$ cat src/design/pcot_pkg.sv
package pcot_pkg;
	// Routing path selection for the comparator event
	typedef enum logic [1:0] {
		PCOT_ROUTE_RELAY = 2'h0,
		PCOT_ROUTE_PINS = 2'h1,
		PCOT_ROUTE_BRIGHT = 2'h2,
		PCOT_ROUTE_DIRECT = 2'h3
	} pcot_route_type;

	typedef enum logic [0:0] {
		PCOT_ST_ON = 1'h0,
		PCOT_ST_OFF = 1'h1
	} pcot_state_type;

	localparam int PCOT_OFF_W = 16;
	localparam int PCOT_REF_W = 16;
	localparam logic [PCOT_OFF_W-1:0] PCOT_OFF_RESET = 16'h0064;
	localparam logic [PCOT_REF_W-1:0] PCOT_REF_RESET = 16'h0100;
	localparam logic [PCOT_REF_W-1:0] PCOT_ACC_RESET = 16'h0000;
endpackage

$ cat src/design/pcot_top.sv
`timescale 1ns/1ps
// Notes on behaviour
// Timer slice output drives the switch gate; high turns the switch on.
// Comparator input is sampled continuously and reported on its output.
// Comparator output changes state when current reaches the reference.
// Peak trigger forces gate low for fixed off time, then high again.
// Off time is an external stop that also clears the timer count.
// Off period length is a programmable input setting.
// Toggling reference output; rate set by software, filtered externally.
// Comparator event reaches the stop input over one of four paths.
// Path one forwards the comparator output through an event relay stage.
// Path two drives the comparator onto a pin; board shorts it to input pin.
// Path three relays the comparator output through a brightness channel.
// Path four connects the comparator output straight to the stop input.
// Events during the off period neither extend nor restart it.
module pcot_top (
	// Clock and reset
	input wire logic clk_i,
	input wire logic rst_i,
	// Analog comparator result pin (current above reference)
	input wire logic comp_raw_i,
	// Stop input pin, shorted on the board to the comparator pin
	input wire logic stop_pin_i,
	// Configuration
	input wire logic enable_i,
	input wire pcot_pkg::pcot_route_type route_i,
	input wire logic [pcot_pkg::PCOT_OFF_W-1:0] off_len_i,
	input wire logic [pcot_pkg::PCOT_REF_W-1:0] ref_level_i,
	// Outputs
	output logic gate_o,
	output logic current_comparator_o,
	output logic comp_pin_o,
	output logic ref_toggle_o,
	output logic off_active_o
);

	typedef struct packed {
		logic [1:0] comp_sync;
		logic [1:0] pin_sync;
		logic comp;
		logic comp_prev;
		logic relay;
		logic bright;
		logic stop_prev;
		pcot_pkg::pcot_state_type state;
		logic [pcot_pkg::PCOT_OFF_W-1:0] count;
		logic [pcot_pkg::PCOT_REF_W:0] acc;
		logic gate;
		logic comp_pin;
		logic ref_out;
	} pcot_state_struct_type;

	pcot_state_struct_type r;
	pcot_state_struct_type next_r;
	logic stop_level;
	logic stop_event;

	always_comb begin
		next_r = r;
		// Two-stage synchronisers
		next_r.comp_sync = {r.comp_sync[0], comp_raw_i};
		next_r.pin_sync = {r.pin_sync[0], stop_pin_i};
		next_r.comp = r.comp_sync[1];
		next_r.comp_prev = r.comp;
		next_r.relay = r.comp;
		next_r.bright = r.comp;
		next_r.comp_pin = r.comp;
		// Route select
		stop_level = r.comp;
		if (route_i == pcot_pkg::PCOT_ROUTE_RELAY) begin
			stop_level = r.relay;
		end else if (route_i == pcot_pkg::PCOT_ROUTE_PINS) begin
			stop_level = r.pin_sync[1];
		end else if (route_i == pcot_pkg::PCOT_ROUTE_BRIGHT) begin
			stop_level = r.bright;
		end
		next_r.stop_prev = stop_level;
		stop_event = stop_level && !r.stop_prev;
		// Reference generator: first-order delta-sigma toggling output
		next_r.acc = {1'b0, r.acc[pcot_pkg::PCOT_REF_W-1:0]}
			+ {1'b0, ref_level_i};
		next_r.ref_out = r.acc[pcot_pkg::PCOT_REF_W];
		// Switching timer slice
		case (r.state)
			pcot_pkg::PCOT_ST_ON: begin
				next_r.gate = enable_i;
				if (enable_i && stop_event) begin
					next_r.state = pcot_pkg::PCOT_ST_OFF;
					next_r.count = '0;
					next_r.gate = 1'b0;
				end
			end
			pcot_pkg::PCOT_ST_OFF: begin
				next_r.gate = 1'b0;
				// Further events ignored while off
				if (r.count + 16'h0001 >= off_len_i) begin
					next_r.state = pcot_pkg::PCOT_ST_ON;
					next_r.gate = enable_i;
					next_r.count = '0;
				end else begin
					next_r.count = r.count + 16'h0001;
				end
			end
			default: begin
				next_r.state = pcot_pkg::PCOT_ST_ON;
			end
		endcase
		if (!enable_i) begin
			next_r.state = pcot_pkg::PCOT_ST_ON;
			next_r.count = '0;
			next_r.gate = 1'b0;
		end
	end

	always_ff @(posedge clk_i or posedge rst_i) begin
		if (rst_i) begin
			r <= '0;
		end else begin
			r <= next_r;
		end
	end

	assign gate_o = r.gate;
	assign current_comparator_o = r.comp;
	assign comp_pin_o = r.comp_pin;
	assign ref_toggle_o = r.ref_out;
	assign off_active_o = (r.state == pcot_pkg::PCOT_ST_OFF);

endmodule // pcot_top

$ cat config.mk
export PLATFORM = sky130hd
export DESIGN_NAME = pcot_top
export DESIGN_NICKNAME = d
export VERILOG_FILES = /design/src/design/pcot_pkg.sv /design/src/design/pcot_top.sv
export SDC_FILE = /design/constraint.sdc
export NUM_CORES = 1
export LEC_CHECK = 0
export BUFFER_PORTS_ARGS = -buffer_cell sky130_fd_sc_hd__buf_4
export CAP_MARGIN = 15
export CORE_UTILIZATION = 30
export CTS_BUF_LIST = sky130_fd_sc_hd__clkbuf_4
export DETAILED_ROUTE_END_ITERATION = 7
export SLEW_MARGIN = 10
export SYNTH_ARGS = -nofsm -noshare
export SYNTH_HDL_FRONTEND = slang
export SYNTH_SLANG_ARGS = --single-unit
$ cat constraint.sdc
create_clock -name clk_i -period 5 [get_ports clk_i]
set_clock_uncertainty 0.05 [all_clocks]
set_input_delay 0.75 -clock clk_i [delete_from_list [all_inputs] [get_ports clk_i]]
set_output_delay 0.75 -clock clk_i [all_outputs]
set_load 0.01 [all_outputs]
==> impl_metrics.tcl, run 1 <==
set metrics [dict create \
    drtPass1Iterations 4 \
    p_leak_nw 1.69 \
    final_nets 418 \
    drive_gt1_share_pct 17.3 \
    multiInputGateArea_um2 1700 \
    n_antenna_cell 0 \
    cp-start-kind "flip-flop" \
    synthArstFlopShare_pct 100 \
    slowest_stage "and4b_1" \
    num-fill-cells 975 \
    irDropWorstVdd_mv 0.245 \
    finalCritPeriodShare_pct 73.3 \
    dp.cells 467 \
    cts.sinks 43 \
    slew_viol_final 0 \
    rsz0062_at_grt "no" \
    tightest_slew_ns 0.986 \
    cts_hold_buf 0 \
    yosysSeqAreaShare_pct 36.6 \
    final.setup.tns_ns 0 \
    hold_ws_ns 0.315 \
    fin_crit_ns 3.67 \
    grt_pass1_vias 2218 \
    synth_nets 380 \
    crit_type "flip-flop to flip-flop" \
    slowest_delay_ns 0.81 \
    ys_ff_latch 43 \
    cp.arrival_ns 3.90 \
    wl_per_cell_um 12.7 \
    path_cells "and2_4, and4_4, and3_1, and3_4, xor2_1, ha_1, a211oi_1, o21ai_0, o2111ai_1, and4b_1, a41oi_1, a31oi_1" \
    grt_first_pass_wirelength_um 10200 \
    io_buffer_count 43 \
    synth_edf_count 0 \
    preCtsSetupSlack_ns 1.40 \
    mostFrequentLayoutCells "buf_4, dfrtp_1, ha_1" \
    gp_congestion 0.807 \
    start_util_pct 31.4 \
    crit_fanout 26 \
    setup_violations 0 \
    die_w_um 101 \
    cp-end-kind "flip-flop" \
    synth.cell_area_um2 2940 \
    synth_warnings 0 \
    clockBufferDepth 2 \
    cts_tree "built" \
    htree_levels 2 \
    cts_post_setup_buffers_inserted 0 \
    ys_types 49 \
    cts_made_buffers 5 \
    mostFrequentLayoutCell "buf_4" \
    drt_iter0_drc 133 \
    avgSynthCellArea_um2 9.59 \
    required_ns 5.23 \
    num_rows 35 \
    ant_nets 0 \
    drt_wl_total_um 6050 \
    cap_violations 0 \
    cellPowerDensity_nw_per_um2 383 \
    hp-class "flip-flop to flip-flop" \
    total_power_mw 1.32 \
    post_cts_resized 0 \
    antenna_found_initial 0 \
    grt_usage_pct 12.4 \
    grt.overflow.total 0 \
    synth_cells 307 \
    core_area_um2 9370 \
    vias 2360 \
    syn_to_final_growth_pct 17.1 \
    final_cells 475 \
    fin_ws_ns 1.33 \
    clock_latency_ns 0.36 \
    synth_ff_type "dfrtp_1" \
    grt_start_max_net_pins 44 \
    die_h_um 101 \
    hpwl_um 4420 \
    status "complete, no violations" \
    drc 0 \
    hold_viol 0 \
    viasPerCell 4.97 \
    clk_pin_slew_ns 0.14 \
    ff_latch_area_um2 1080 \
    die_area_um2 10200 \
    relSlewSlack_pct 34.3 \
    ioPinCount 44 \
    max_freq_mhz 273 \
    cts_root_buf "clkbuf_4" \
]
## stage by stage
| stage | utilization, % | area (µm²) |
|---|---|---|
| floorplan | - | 2940 |
| global placement | 36.0 | 3370 |
| detailed placement | 36.0 | 3370 |
| CTS | 36.8 | 3450 |
| global route | 36.8 | 3450 |
| finish | 36.8 | 3450 |
## metal layers
metal | routed length [µm] | GRT usage (%)
met2 | 2770 | 20.6
met5 | 0 | 0
met3 | 248 | 2.57
met1 | 2990 | 16.6
met4 | 48 | 2.68
## registers in the layout (all words and copies together) (netlist names)
| register | flops |
|---|---|
| comp_pin_o | 1 |
| r | 34 |
| ref_toggle_o | 1 |
| gate_o | 1 |
| next_r | 4 |
| off_active_o | 1 |
| current_comparator_o | 1 |
## power by group
group | internal (mW) | switching (mW) | total [mW]
combinational | 0.292 | 0.336 | 0.628
sequential | 0.435 | 0.0284 | 0.464
clock | 0.103 | 0.124 | 0.227
total | 0.831 | 0.489 | 1.32
## Yosys cell counts, types with 2 or more instances
cell type	number	share of area, %
dfrtp_1	43	37
ha_1	33	14
inv_1	28	3.6
nand2_1	17	2.2
xnor2_1	17	5.1
a21oi_1	15	2.6
nand4_1	12	2.6
nor2_1	12	1.5
nand3_1	11	1.9
o21ai_0	11	1.9
a31oi_1	10	2.1
a41oi_1	10	3.0
a21o_1	8	2.0
xor2_1	8	2.4
a211oi_1	7	1.8
nand4b_1	7	2.1
and3_1	6	1.3
buf_2	6	1.0
clkbuf_1	5	0.64
nand2b_1	4	0.85
nor2b_1	3	0.64
o211ai_1	3	0.77
o21a_1	3	0.77
and3_4	2	0.77
o21ai_1	2	0.34
## path summary, 6_finish.rpt
| path | start | end | slack (ns) | cells after the start |
|---|---|---|---|---|
| setup / recovery | r[22] | r[34] | 1.33 | 12 |
| hold / removal | next_r[45] | next_r[41] | 0.31 | 0 |
| setup reg to reg | r[22] | r[34] | 1.33 | 12 |
| hold reg to reg | next_r[45] | next_r[41] | 0.31 | 0 |
| max in group asynchronous | rst_i | r[32] | 4.04 | 3 |
| min in group asynchronous | rst_i | next_r[43] | 0.47 | 3 |
## cell families after synthesis
family                     synth area share, %
adders and majority gates                 14.7
buffers and inverters                     5.74
DFF                                       36.6
and+or+nand+nor                           16.4
xor gates and xnor gates                  7.44
muxes                                    0.340
AOI/OAI and AO/OA                         18.8
## critical path: cells and delay by family (launching register included)
family / cells / cell delay [ns]
XOR/XNOR: 1 / 0.16
AND/OR/NAND/NOR: 5 / 1.81
adder cells (fa/ha/maj): 1 / 0.28
flip-flops: 1 / 0.45
AO/OA/AOI/OAI: 5 / 0.84
## cell type report
type	instances	area share, %
clock buffers	5	1.09
multi-input cells	223	49.3
well taps	129	4.68
repair buffers	44	9.58
clock inverters	3	1.13
flip-flops and latches	43	31.2
inverters	28	3.05
Power figures use the tool's default switching activity.
==> inputs of run 2 (changes only) <==
==> constraint.sdc (replaced) <==
create_clock -name clk_i -period 3.4 [get_ports clk_i]
set_clock_uncertainty 0.05 [all_clocks]
set_input_delay 0.51 -clock clk_i [delete_from_list [all_inputs] [get_ports clk_i]]
set_output_delay 0.51 -clock clk_i [all_outputs]
set_load 0.01 [all_outputs]
==> impl_metrics.tcl, run 2 (synthesis results as in run 1) <==
set metrics [dict create \
    clk_pin_slew_ns 0.13 \
    relSlewSlack_pct 48.7 \
    hpwl_um 4490 \
    antenna_found_initial 0 \
    drtPass1Iterations 4 \
    drc 0 \
    crit_fanout 26 \
    die_h_um 101 \
    setup_violations 0 \
    hp-class "primary input to flip-flop" \
    cap_violations 0 \
    mostFrequentLayoutCells "buf_4, dfrtp_1, ha_1" \
    rsz0062_at_grt "no" \
    wl_per_cell_um 13.4 \
    status "complete, no violations" \
    final_cells 478 \
    ant_nets 0 \
    grt.overflow.total 0 \
    vias 2426 \
    irDropWorstVdd_mv 0.368 \
    cts_root_buf "clkbuf_4" \
    post_cts_resized 0 \
    io_buffer_count 43 \
    final_nets 421 \
    ioPinCount 44 \
    grt_first_pass_wirelength_um 10600 \
    cp.arrival_ns 3.36 \
    p_leak_nw 1.70 \
    largest_register_ffs 34 \
    clockBufferDepth 2 \
    slew_viol_final 0 \
    num_rows 35 \
    cts_tree "built" \
    htree_levels 2 \
    syn_to_final_growth_pct 17.9 \
    tightest_slew_ns 0.768 \
    mostFrequentLayoutCell "buf_4" \
    num-fill-cells 988 \
    cts_hold_buf 0 \
    cellPowerDensity_nw_per_um2 544 \
    finalCritPeriodShare_pct 92.4 \
    grt_usage_pct 13.1 \
    max_freq_mhz 318 \
    grt_pass1_vias 2320 \
    drive_gt1_share_pct 18.9 \
    crit_type "flip-flop to flip-flop" \
    clock_latency_ns 0.37 \
    die_area_um2 10200 \
    hold_viol 0 \
    dp.cells 469 \
    core_area_um2 9370 \
    cts_made_buffers 5 \
    grt_start_max_net_pins 44 \
    total_power_mw 1.89 \
    die_w_um 101 \
    start_util_pct 31.4 \
    gp_congestion 0.775 \
    cp-start-kind "flip-flop" \
    cp-end-kind "flip-flop" \
    final.setup.tns_ns 0 \
    viasPerCell 5.08 \
    fin_crit_ns 3.14 \
    cts_post_setup_buffers_inserted 0 \
    regMostFlops "r" \
    drt_wl_total_um 6410 \
    required_ns 3.62 \
    cts.sinks 43 \
    n_antenna_cell 0 \
    drt_iter0_drc 54 \
]
run 2: worst paths after layout:
kind                             from          to  slack [ns]  cells past startpoint
hold / removal             comp_raw_i  next_r[45]        0.20                      1
min in group asynchronous       rst_i       r[30]        0.24                      3
setup reg to reg                r[22]       r[22]        0.26                     13
setup / recovery                r[22]       r[22]        0.26                     13
max in group asynchronous       rst_i       r[23]        2.66                      3
hold reg to reg            next_r[43]       r[43]        0.31                      0
run 2: report_power, final:
| group | internal, mW | switching, mW | total [mW] |
|---|---|---|---|
| Clock | 0.0969 | 0.175 | 0.271 |
| Sequential | 0.640 | 0.0407 | 0.681 |
| Combinational | 0.434 | 0.502 | 0.935 |
run 2: per-layer routing:
metal  share of wire [%]  vias up  wire length, µm  global-route usage, %
met4                 1.4        0               89                   3.68
met1                  48     1158             3050                   17.3
met5                   0        -                0                      0
met3                 4.1        8              260                   2.91
met2                  47       49             3010                   21.5
li1                    -     1211                -                      -
run 2: cell type report:
class | count | area [µm²] | area share [%]
clock buffers | 7 | 52.6 | 1.51
repair buffers | 46 | 349 | 10.1
multi-input cells | 224 | 1720 | 49.6
flip-flops and latches | 43 | 1080 | 31.0
inverters | 28 | 105 | 3.03
clock inverters | 1 | 5.00 | 0.144
well taps | 129 | 161 | 4.65
run 2: stage by stage:
step	hold WS (ns)	setup slack, ns	instance area [µm²]	util, %
detailed placement	0.286	0.165	3390	36.1
finish	0.201	0.260	3470	37.0
global route	0.175	0.00292	3470	37.0
global placement	0.283	0.236	3390	36.1
floorplan	0.281	0.484	2940	-
CTS	0.181	0.124	3440	36.7
run 2: worst max-delay path, stage by stage, from the launching register on:
cell	delay, ns
dfrtp_1	0.43
and2_4	0.18
and4_4	0.25
and3_2	0.26
and3_4	0.22
xor2_1	0.16
ha_1	0.27
a211oi_1	0.20
o21ai_0	0.12
o2111ai_1	0.12
and4b_1	0.24
buf_6	0.22
a41oi_1	0.15
a31oi_1	0.18
